[config.mk]
export PLATFORM = sky130hd
export DESIGN_NAME = e3oi_tx_overhead
export DESIGN_NICKNAME = d
export VERILOG_FILES = /design/src/logic/e3oi_pkg.sv /design/src/logic/e3oi_pin_sync.sv /design/src/logic/e3oi_tx_overhead.sv
export SDC_FILE = /design/constraint.sdc
export NUM_CORES = 1
export LEC_CHECK = 0
export BUFFER_PORTS_ARGS = -buffer_cell sky130_fd_sc_hd__buf_4
export CAP_MARGIN = 20
export CORE_MARGIN = 2
export CORE_UTILIZATION = 39
export DETAILED_ROUTE_END_ITERATION = 10
export SETUP_SLACK_MARGIN = 0.05
export SLEW_MARGIN = 15
export SYNTH_ARGS = -nofsm -noshare
export SYNTH_HDL_FRONTEND = slang
export SYNTH_SLANG_ARGS = --single-unit
[constraint.sdc]
create_clock -name clock -period 3 [get_ports clock]
set_clock_uncertainty 0.15 [all_clocks]
set_input_delay 0.6 -clock clock [delete_from_list [all_inputs] [get_ports clock]]
set_output_delay 0.6 -clock clock [all_outputs]
set_load 0.05 [all_outputs]
[src/logic/e3oi_pkg.sv]
package e3oi_pkg;
    // overhead slot layout of one outbound frame
    localparam int OH_BITS = 12;
    localparam int POS_A = 10;
    localparam int POS_N = 11;
    localparam int FAS_BITS = 10;
    localparam int FRAME_BITS_DEF = 1536;
    localparam int CNT_W = 11;
    localparam int SYNC_W = 2;

    // terminal equipment pins, after the synchroniser
    typedef struct packed {
        logic ins;
        logic bit_val;
    } e3oi_te_in_t;

    // one held overhead bit
    typedef struct packed {
        logic valid;
        logic val;
    } e3oi_oh_bit_t;
endpackage : e3oi_pkg

[src/logic/e3oi_pin_sync.sv]
`timescale 1ns/1ps
module e3oi_pin_sync #(
    parameter int W = 2
) (
    // clock and reset
    input wire logic clock,
    input wire logic rst,
    // asynchronous pins in, settled value out
    input wire logic [W-1:0] pin_in,
    output logic [W-1:0] pin_out
);
    typedef struct packed {
        logic [W-1:0] s1;
        logic [W-1:0] s2;
        logic [W-1:0] s3;
        logic [W-1:0] stable;
    } e3oi_sync_t;

    e3oi_sync_t st_q;
    e3oi_sync_t st_d;

    always_comb begin
        st_d = st_q;
        st_d.s1 = pin_in;
        st_d.s2 = st_q.s1;
        st_d.s3 = st_q.s2;
        // a change counts only once the second and third stages agree
        for (int i = 0; i < W; i++) begin
            if (st_q.s2[i] == st_q.s3[i]) begin
                st_d.stable[i] = st_q.s3[i];
            end
        end
    end

    always_ff @(posedge clock or posedge rst) begin
        if (rst) begin
            st_q <= '0;
        end else begin
            st_q <= st_d;
        end
    end

    assign pin_out = st_q.stable;
endmodule : e3oi_pin_sync

[src/logic/e3oi_tx_overhead.sv]
`timescale 1ns/1ps
module e3oi_tx_overhead
    import e3oi_pkg::*;
#(
    parameter int FRAME_BITS = FRAME_BITS_DEF
) (
    // clock and reset
    input wire logic clock,
    input wire logic rst,
    // bit timing
    input wire logic transmit_line_clock,
    input wire logic receive_recovered_clock,
    input wire logic use_recovered_clock,
    // framer core stream
    input wire logic core_bit,
    output logic tx_line_bit,
    // terminal equipment port
    input wire logic overhead_bit_in,
    input wire logic overhead_insert_request,
    output logic overhead_slot_strobe,
    output logic overhead_frame_marker
);
    localparam logic [CNT_W-1:0] LAST = CNT_W'(FRAME_BITS - 1);
    localparam logic [CNT_W-1:0] C_A = CNT_W'(POS_A);
    localparam logic [CNT_W-1:0] C_N = CNT_W'(POS_N);
    localparam logic [CNT_W-1:0] C_FAS = CNT_W'(FAS_BITS);
    localparam logic [CNT_W-1:0] C_OHPRE = CNT_W'(OH_BITS - 1);

    typedef struct packed {
        logic [CNT_W-1:0] cnt;
        logic strobe;
        logic frame;
        logic line_bit;
        e3oi_oh_bit_t pend_a;
        e3oi_oh_bit_t pend_n;
        e3oi_oh_bit_t act_a;
        e3oi_oh_bit_t act_n;
    } e3oi_state_t;

    e3oi_state_t st_q;
    e3oi_state_t st_d;
    e3oi_te_in_t te;
    logic [SYNC_W-1:0] te_raw;
    logic [SYNC_W-1:0] te_sync;
    logic tick;
    logic [CNT_W-1:0] nxt;

    // the slot before each overhead position, including the last bit before position 0
    function automatic logic strobe_slot(input logic [CNT_W-1:0] c);
        return (c == LAST) || (c < C_OHPRE);
    endfunction : strobe_slot

    // the two ticks are enables on this clock, so no crossing is needed here
    assign tick = use_recovered_clock ? receive_recovered_clock : transmit_line_clock;

    assign te_raw = {overhead_insert_request, overhead_bit_in};

    e3oi_pin_sync #(
        .W(SYNC_W)
    ) u_sync (
        .clock(clock),
        .rst(rst),
        .pin_in(te_raw),
        .pin_out(te_sync)
    );

    assign te = te_sync;

    always_comb begin
        st_d = st_q;
        nxt = (st_q.cnt == LAST) ? '0 : st_q.cnt + CNT_W'(1);
        if (tick) begin
            st_d.cnt = nxt;
            // strobe covers the bit period just before an overhead slot
            st_d.strobe = strobe_slot(nxt);
            st_d.frame = (nxt == LAST);
            st_d.line_bit = core_bit;
            if (st_q.cnt == C_A && st_q.act_a.valid) begin
                st_d.line_bit = st_q.act_a.val;
            end else if (st_q.cnt == C_N && st_q.act_n.valid) begin
                st_d.line_bit = st_q.act_n.val;
            end
            // capture at the end of the slot, well after the request has settled;
            // alignment slots never reach these branches, so such requests drop
            if (te.ins && st_q.cnt == C_A) begin
                st_d.pend_a = '{valid: 1'b1, val: te.bit_val};
            end else if (te.ins && st_q.cnt == C_N) begin
                st_d.pend_n = '{valid: 1'b1, val: te.bit_val};
            end
            if (st_q.cnt == LAST) begin
                st_d.act_a = st_q.pend_a;
                st_d.act_n = st_q.pend_n;
                st_d.pend_a = '0;
                st_d.pend_n = '0;
            end
        end
    end

    always_ff @(posedge clock or posedge rst) begin
        if (rst) begin
            st_q <= '0;
        end else begin
            st_q <= st_d;
        end
    end

    assign tx_line_bit = st_q.line_bit;
    assign overhead_slot_strobe = st_q.strobe;
    assign overhead_frame_marker = st_q.frame;

    AST_STEP_ON_TICK: assert property (@(posedge clock) disable iff (rst)
        !tick |=> $stable(st_q.cnt))
        else $error("bit counter moved without a tick");

    AST_STROBE_SLOT: assert property (@(posedge clock) disable iff (rst)
        overhead_slot_strobe |-> strobe_slot(st_q.cnt))
        else $error("strobe outside the bit before an overhead slot");

    AST_MARKER_LAST: assert property (@(posedge clock) disable iff (rst)
        tick && st_q.cnt == LAST - CNT_W'(1) |=> overhead_frame_marker)
        else $error("frame marker missing on last bit");

    AST_MARKER_WITH_STROBE: assert property (@(posedge clock) disable iff (rst)
        overhead_frame_marker |-> overhead_slot_strobe)
        else $error("frame marker without strobe");

    AST_CAPTURE_A: assert property (@(posedge clock) disable iff (rst)
        tick && st_q.cnt == C_A && te.ins |=>
            st_q.pend_a.valid && st_q.pend_a.val == $past(te.bit_val))
        else $error("A bit not captured");

    AST_IGNORE_A: assert property (@(posedge clock) disable iff (rst)
        tick && st_q.cnt == C_A && !te.ins |=> !st_q.pend_a.valid)
        else $error("A bit captured without request");

    // sampled rst skips the release edge, where a tick meets a state still held cleared
    AST_FAS_KEPT: assert property (@(posedge clock) disable iff (rst)
        !rst && tick && st_q.cnt < C_FAS |=> tx_line_bit == $past(core_bit))
        else $error("alignment bit altered");

    AST_NEXT_FRAME: assert property (@(posedge clock) disable iff (rst)
        tick && st_q.cnt == LAST |=> st_q.act_n == $past(st_q.pend_n) && !st_q.pend_n.valid)
        else $error("pending N bit not moved to next frame");

    AST_N_OUT: assert property (@(posedge clock) disable iff (rst)
        tick && st_q.cnt == C_N && !st_q.act_n.valid |=> tx_line_bit == $past(core_bit))
        else $error("N slot lost its internal value");

    AST_STROBE_EXACT: assert property (@(posedge clock) disable iff (rst)
        !rst && tick |=> overhead_slot_strobe == strobe_slot(st_q.cnt))
        else $error("strobe missing before an overhead slot");

    AST_STROBE_HOLD: assert property (@(posedge clock) disable iff (rst)
        !tick |=> $stable(overhead_slot_strobe))
        else $error("strobe changed inside a bit period");

    AST_MARKER_ONLY_LAST: assert property (@(posedge clock) disable iff (rst)
        overhead_frame_marker |-> st_q.cnt == LAST)
        else $error("frame marker away from the last bit");

    AST_MARKER_HOLD: assert property (@(posedge clock) disable iff (rst)
        !tick |=> $stable(overhead_frame_marker))
        else $error("frame marker changed inside a bit period");

    AST_CAPTURE_N: assert property (@(posedge clock) disable iff (rst)
        tick && st_q.cnt == C_N && te.ins |=>
            st_q.pend_n.valid && st_q.pend_n.val == $past(te.bit_val))
        else $error("N bit not captured");

    AST_IGNORE_N: assert property (@(posedge clock) disable iff (rst)
        tick && st_q.cnt == C_N && !te.ins |=> !st_q.pend_n.valid)
        else $error("N bit captured without request");

    AST_FAS_NO_PEND: assert property (@(posedge clock) disable iff (rst)
        tick && st_q.cnt < C_FAS && te.ins |=> $stable(st_q.pend_a) && $stable(st_q.pend_n))
        else $error("request in an alignment slot was taken");

    AST_NEXT_FRAME_A: assert property (@(posedge clock) disable iff (rst)
        tick && st_q.cnt == LAST |=> st_q.act_a == $past(st_q.pend_a) && !st_q.pend_a.valid)
        else $error("pending A bit not moved to next frame");

    AST_A_OUT: assert property (@(posedge clock) disable iff (rst)
        tick && st_q.cnt == C_A && st_q.act_a.valid |=> tx_line_bit == $past(st_q.act_a.val))
        else $error("accepted A bit not sent");

    AST_N_INS_OUT: assert property (@(posedge clock) disable iff (rst)
        tick && st_q.cnt == C_N && st_q.act_n.valid |=> tx_line_bit == $past(st_q.act_n.val))
        else $error("accepted N bit not sent");

    AST_PEND_A_KEEP: assert property (@(posedge clock) disable iff (rst)
        st_q.cnt != C_A && st_q.cnt != LAST |=> $stable(st_q.pend_a))
        else $error("pending A bit changed outside its slot");

    AST_ACT_A_KEEP: assert property (@(posedge clock) disable iff (rst)
        !(tick && st_q.cnt == LAST) |=> $stable(st_q.act_a))
        else $error("active A bit changed inside a frame");

    AST_A_OWN: assert property (@(posedge clock) disable iff (rst)
        !rst && tick && st_q.cnt == C_A && !st_q.act_a.valid |=> tx_line_bit == $past(core_bit))
        else $error("A slot lost its internal value");

    AST_TAIL_OWN: assert property (@(posedge clock) disable iff (rst)
        !rst && tick && st_q.cnt > C_N |=> tx_line_bit == $past(core_bit))
        else $error("bit after the overhead altered");

    AST_LINE_HOLD: assert property (@(posedge clock) disable iff (rst)
        !tick |=> $stable(tx_line_bit))
        else $error("line bit changed without a tick");

    AST_WRAP: assert property (@(posedge clock) disable iff (rst)
        tick && st_q.cnt == LAST |=> st_q.cnt == '0)
        else $error("bit counter did not wrap after the last bit");

    AST_COUNT_STEP: assert property (@(posedge clock) disable iff (rst)
        !rst && tick && st_q.cnt != LAST |=> st_q.cnt == $past(st_q.cnt) + CNT_W'(1))
        else $error("bit counter did not step by one");
endmodule : e3oi_tx_overhead

==> flow_summary_export.csv <==
group,metric,value,unit
global_route,antenna_found_initial,0,
clocking,hold_buffers,0,
finish,drive_gt1_share,22.2,%
setup_path,criticalPathCategory,"reg2reg",
logic_synthesis,yosys_warnings,0,
die,ios,11,
clocking,numCtsBuffers,5,
routing,avgViaCountPerCell,5.41,
logic_synthesis,ys_types,46,
global_route,grt-ovfl-total,0,
clocking,clkTransAtPathRegs,70,ps
min_path,hold_class,"reg2reg",
setup_path,end_kind,"register",
sta,setup_viol,0,
logic_synthesis,synth_area_leaders,"dfrtp_1, nand2_1, mux2_2, xnor2_1, nor4_4",
finish,finalInstanceArea,1780,µm²
finish,nets,167,
routing,drc,0,
power_and_ir_drop,p_per_area,703,nW/µm²
min_path,whs_path_depth,0,
finish,final_common_cell,"dfrtp_1",
clocking,post_cts_buffers,0,
clocking,clk_path_buf_depth,2,
logic_synthesis,ys_seq_area_share,47.6,%
sta,tightest_slew,532,ps
global_route,grtUsageTotal,15.4,%
logic_synthesis,yosysTopAreaCell,"dfrtp_1",
min_path,hold_start,"u_sync.st_d[4]",
sta,fin_crit,2350,ps
clocking,clock-root-buffer,"clkbuf_8",
logic_synthesis,syn-num-nets,157,
setup_path,reg2reg_from,"st_q[11]",
logic_synthesis,netlist_area,1580,µm²
clocking,cts_resized,0,
logic_synthesis,yosys.area.top_type_share,47.6,%
die,rows,23,
power_and_ir_drop,max-vdd-ir-drop,0.603,mV
setup_path,r2r_cells,5,
setup_path,startpoint_type,"register",
sta,grt_setup_unrepaired,"false",
placed_design,placed_area,1670,µm²
sta,timing.final.max_slew_violations,0,
sta,slew-limit-headroom,64.3,%
die,initial_core_util,40.0,%
routing,drtAntennaViolNets,0,
setup_path,path_max_fanout,10,
clocking,cts_tree,"done",
routing,dr.pass1.iters,5,
clocking,insertion_delay,280,ps
power_and_ir_drop,finalPower,1250,µW
setup_path,r2r-end,"st_q[0]",
die,chipHeight,67.6,µm
global_route,grt_pass1_vias,1088,
setup_path,arrival,2370,ps
placed_design,gp_congestion,0.907,
logic_synthesis,syn_avg_cell_area,10.7,µm²
logic_synthesis,ys_seq_elements,30,
sta,hold_slack,193,ps
setup_path,regToRegSetupSlack,650,ps
sta,max_freq,425,MHz
routing,drt_iter0_markers,59,
logic_synthesis,synthCells,147,
routing,avgRoutedWirePerCell,14.0,µm
clocking,clock-sinks,30,
finish,num_antenna_cells,0,
sta,fin_setup_tns,0,ps
sta,hold_viol,0,
placed_design,portBuffers,10,
global_route,grt_max_degree,31,
setup_path,required,3010,ps
die,die-area,4570,µm²
min_path,min_to,"u_sync.st_d[2]",
finish,syn_to_final_growth,12.7,%
outcome,outcome,"complete, no violations",
global_route,grt_pass1_wl,5040,µm
die,die_w,67.6,µm
finish,mostFrequentLayoutCells,"dfrtp_1, nand2_1, buf_4",
placed_design,hpwl,2160,µm
job,drv_cap,0,
die,placeableCoreArea,3940,µm²
routing,routed-via-count,1126,
clocking,htreeDepth,2,
routing,wl,2920,µm
power_and_ir_drop,power.leakage,0.000759,µW
sta,min_period_over_period,78.5,%
==> power breakdown <==
group	leakage (µW)	internal [µW]	switching, µW
clock	0.0000514	247	149
combinational	0.000331	122	149
sequential	0.000377	460	122
total	0.000759	829	421
==> critical path, cell delays in order, from the launching register on <==
cell     delay, ps
dfrtp_1        460
ha_1           350
nand3_2        180
nor4_4         550
nand2_2        220
mux2_2         320
==> state kept, by name (all words and copies together) (netlist names) <==
register               cells
u_sync.st_d                4
tx_line_bit                1
u_sync.st_q                2
overhead_slot_strobe       1
st_q                      19
overhead_frame_marker      1
u_sync.pin_out             2
==> stage by stage <==
step	worst slack, ps	utilization [%]	cells
global route	491	45.1	208
floorplan	876	-	147
detailed placement	698	42.3	200
finish	646	45.1	208
global placement	774	42.3	200
CTS	655	45.1	208
==> routing by layer <==
layer | global-route usage, % | routed length [µm]
met5 | 0 | 0
met4 | 10.2 | 87
met3 | 4.67 | 122
met2 | 23.4 | 1410
met1 | 18.8 | 1300
==> final cells by class <==
| class | count | area (µm²) |
|---|---|---|
| Clock buffer | 6 | 72.6 |
| Timing Repair Buffer | 12 | 90.1 |
| Fill cell | 351 | 2160 |
| Inverter | 2 | 7.51 |
| Sequential cell | 30 | 751 |
| Multi-Input combinational cell | 106 | 757 |
| Tap cell | 50 | 62.6 |
| Clock inverter | 2 | 37.5 |
==> worst max-delay path by stage <==
stage | start | end | slack, ps | cells after the start
detailed placement | st_q[11] | st_q[2] | 700 | 5
global placement | st_q[11] | st_q[3] | 770 | 5
floorplan | st_q[11] | overhead_slot_strobe | 880 | 6
CTS | st_q[11] | st_q[2] | 650 | 5
finish | st_q[11] | st_q[0] | 650 | 5
global route | st_q[11] | st_q[3] | 490 | 5
==> cell usage after synthesis, drive strengths merged <==
cell and number:
a211o 1, a211oi 1, a21o 3, a21oi 4, a22o 1, a31oi 2
a32o 1, a32oi 1, a41oi 1, and3 2, buf 7, clkbuf 2
dfrtp 30, ha 2, inv 2, maj3 2, mux2 5, mux2i 4
nand2 20, nand2b 3, nand3 7, nand4 2, nor2 7, nor2b 2
nor3 4, nor4 2, o211ai 1, o21ai 7, o22ai 2, o31ai 3
o41ai 2, or2b 1, or3 2, or4 2, or4b 1, xnor2 6
xor2 2
==> logic make-up after synthesis <==
group / after synthesis / synth area share [%]
XOR/XNOR: 8 / 4.44
adder cells (fa/ha/maj): 4 / 2.85
buffers and inverters: 11 / 4.44
flip-flops: 30 / 47.6
AND/OR/NAND/NOR: 55 / 21.4
AO/OA/AOI/OAI: 30 / 13.2
multiplexers: 9 / 6.11
Power figures use the tool's default switching activity.
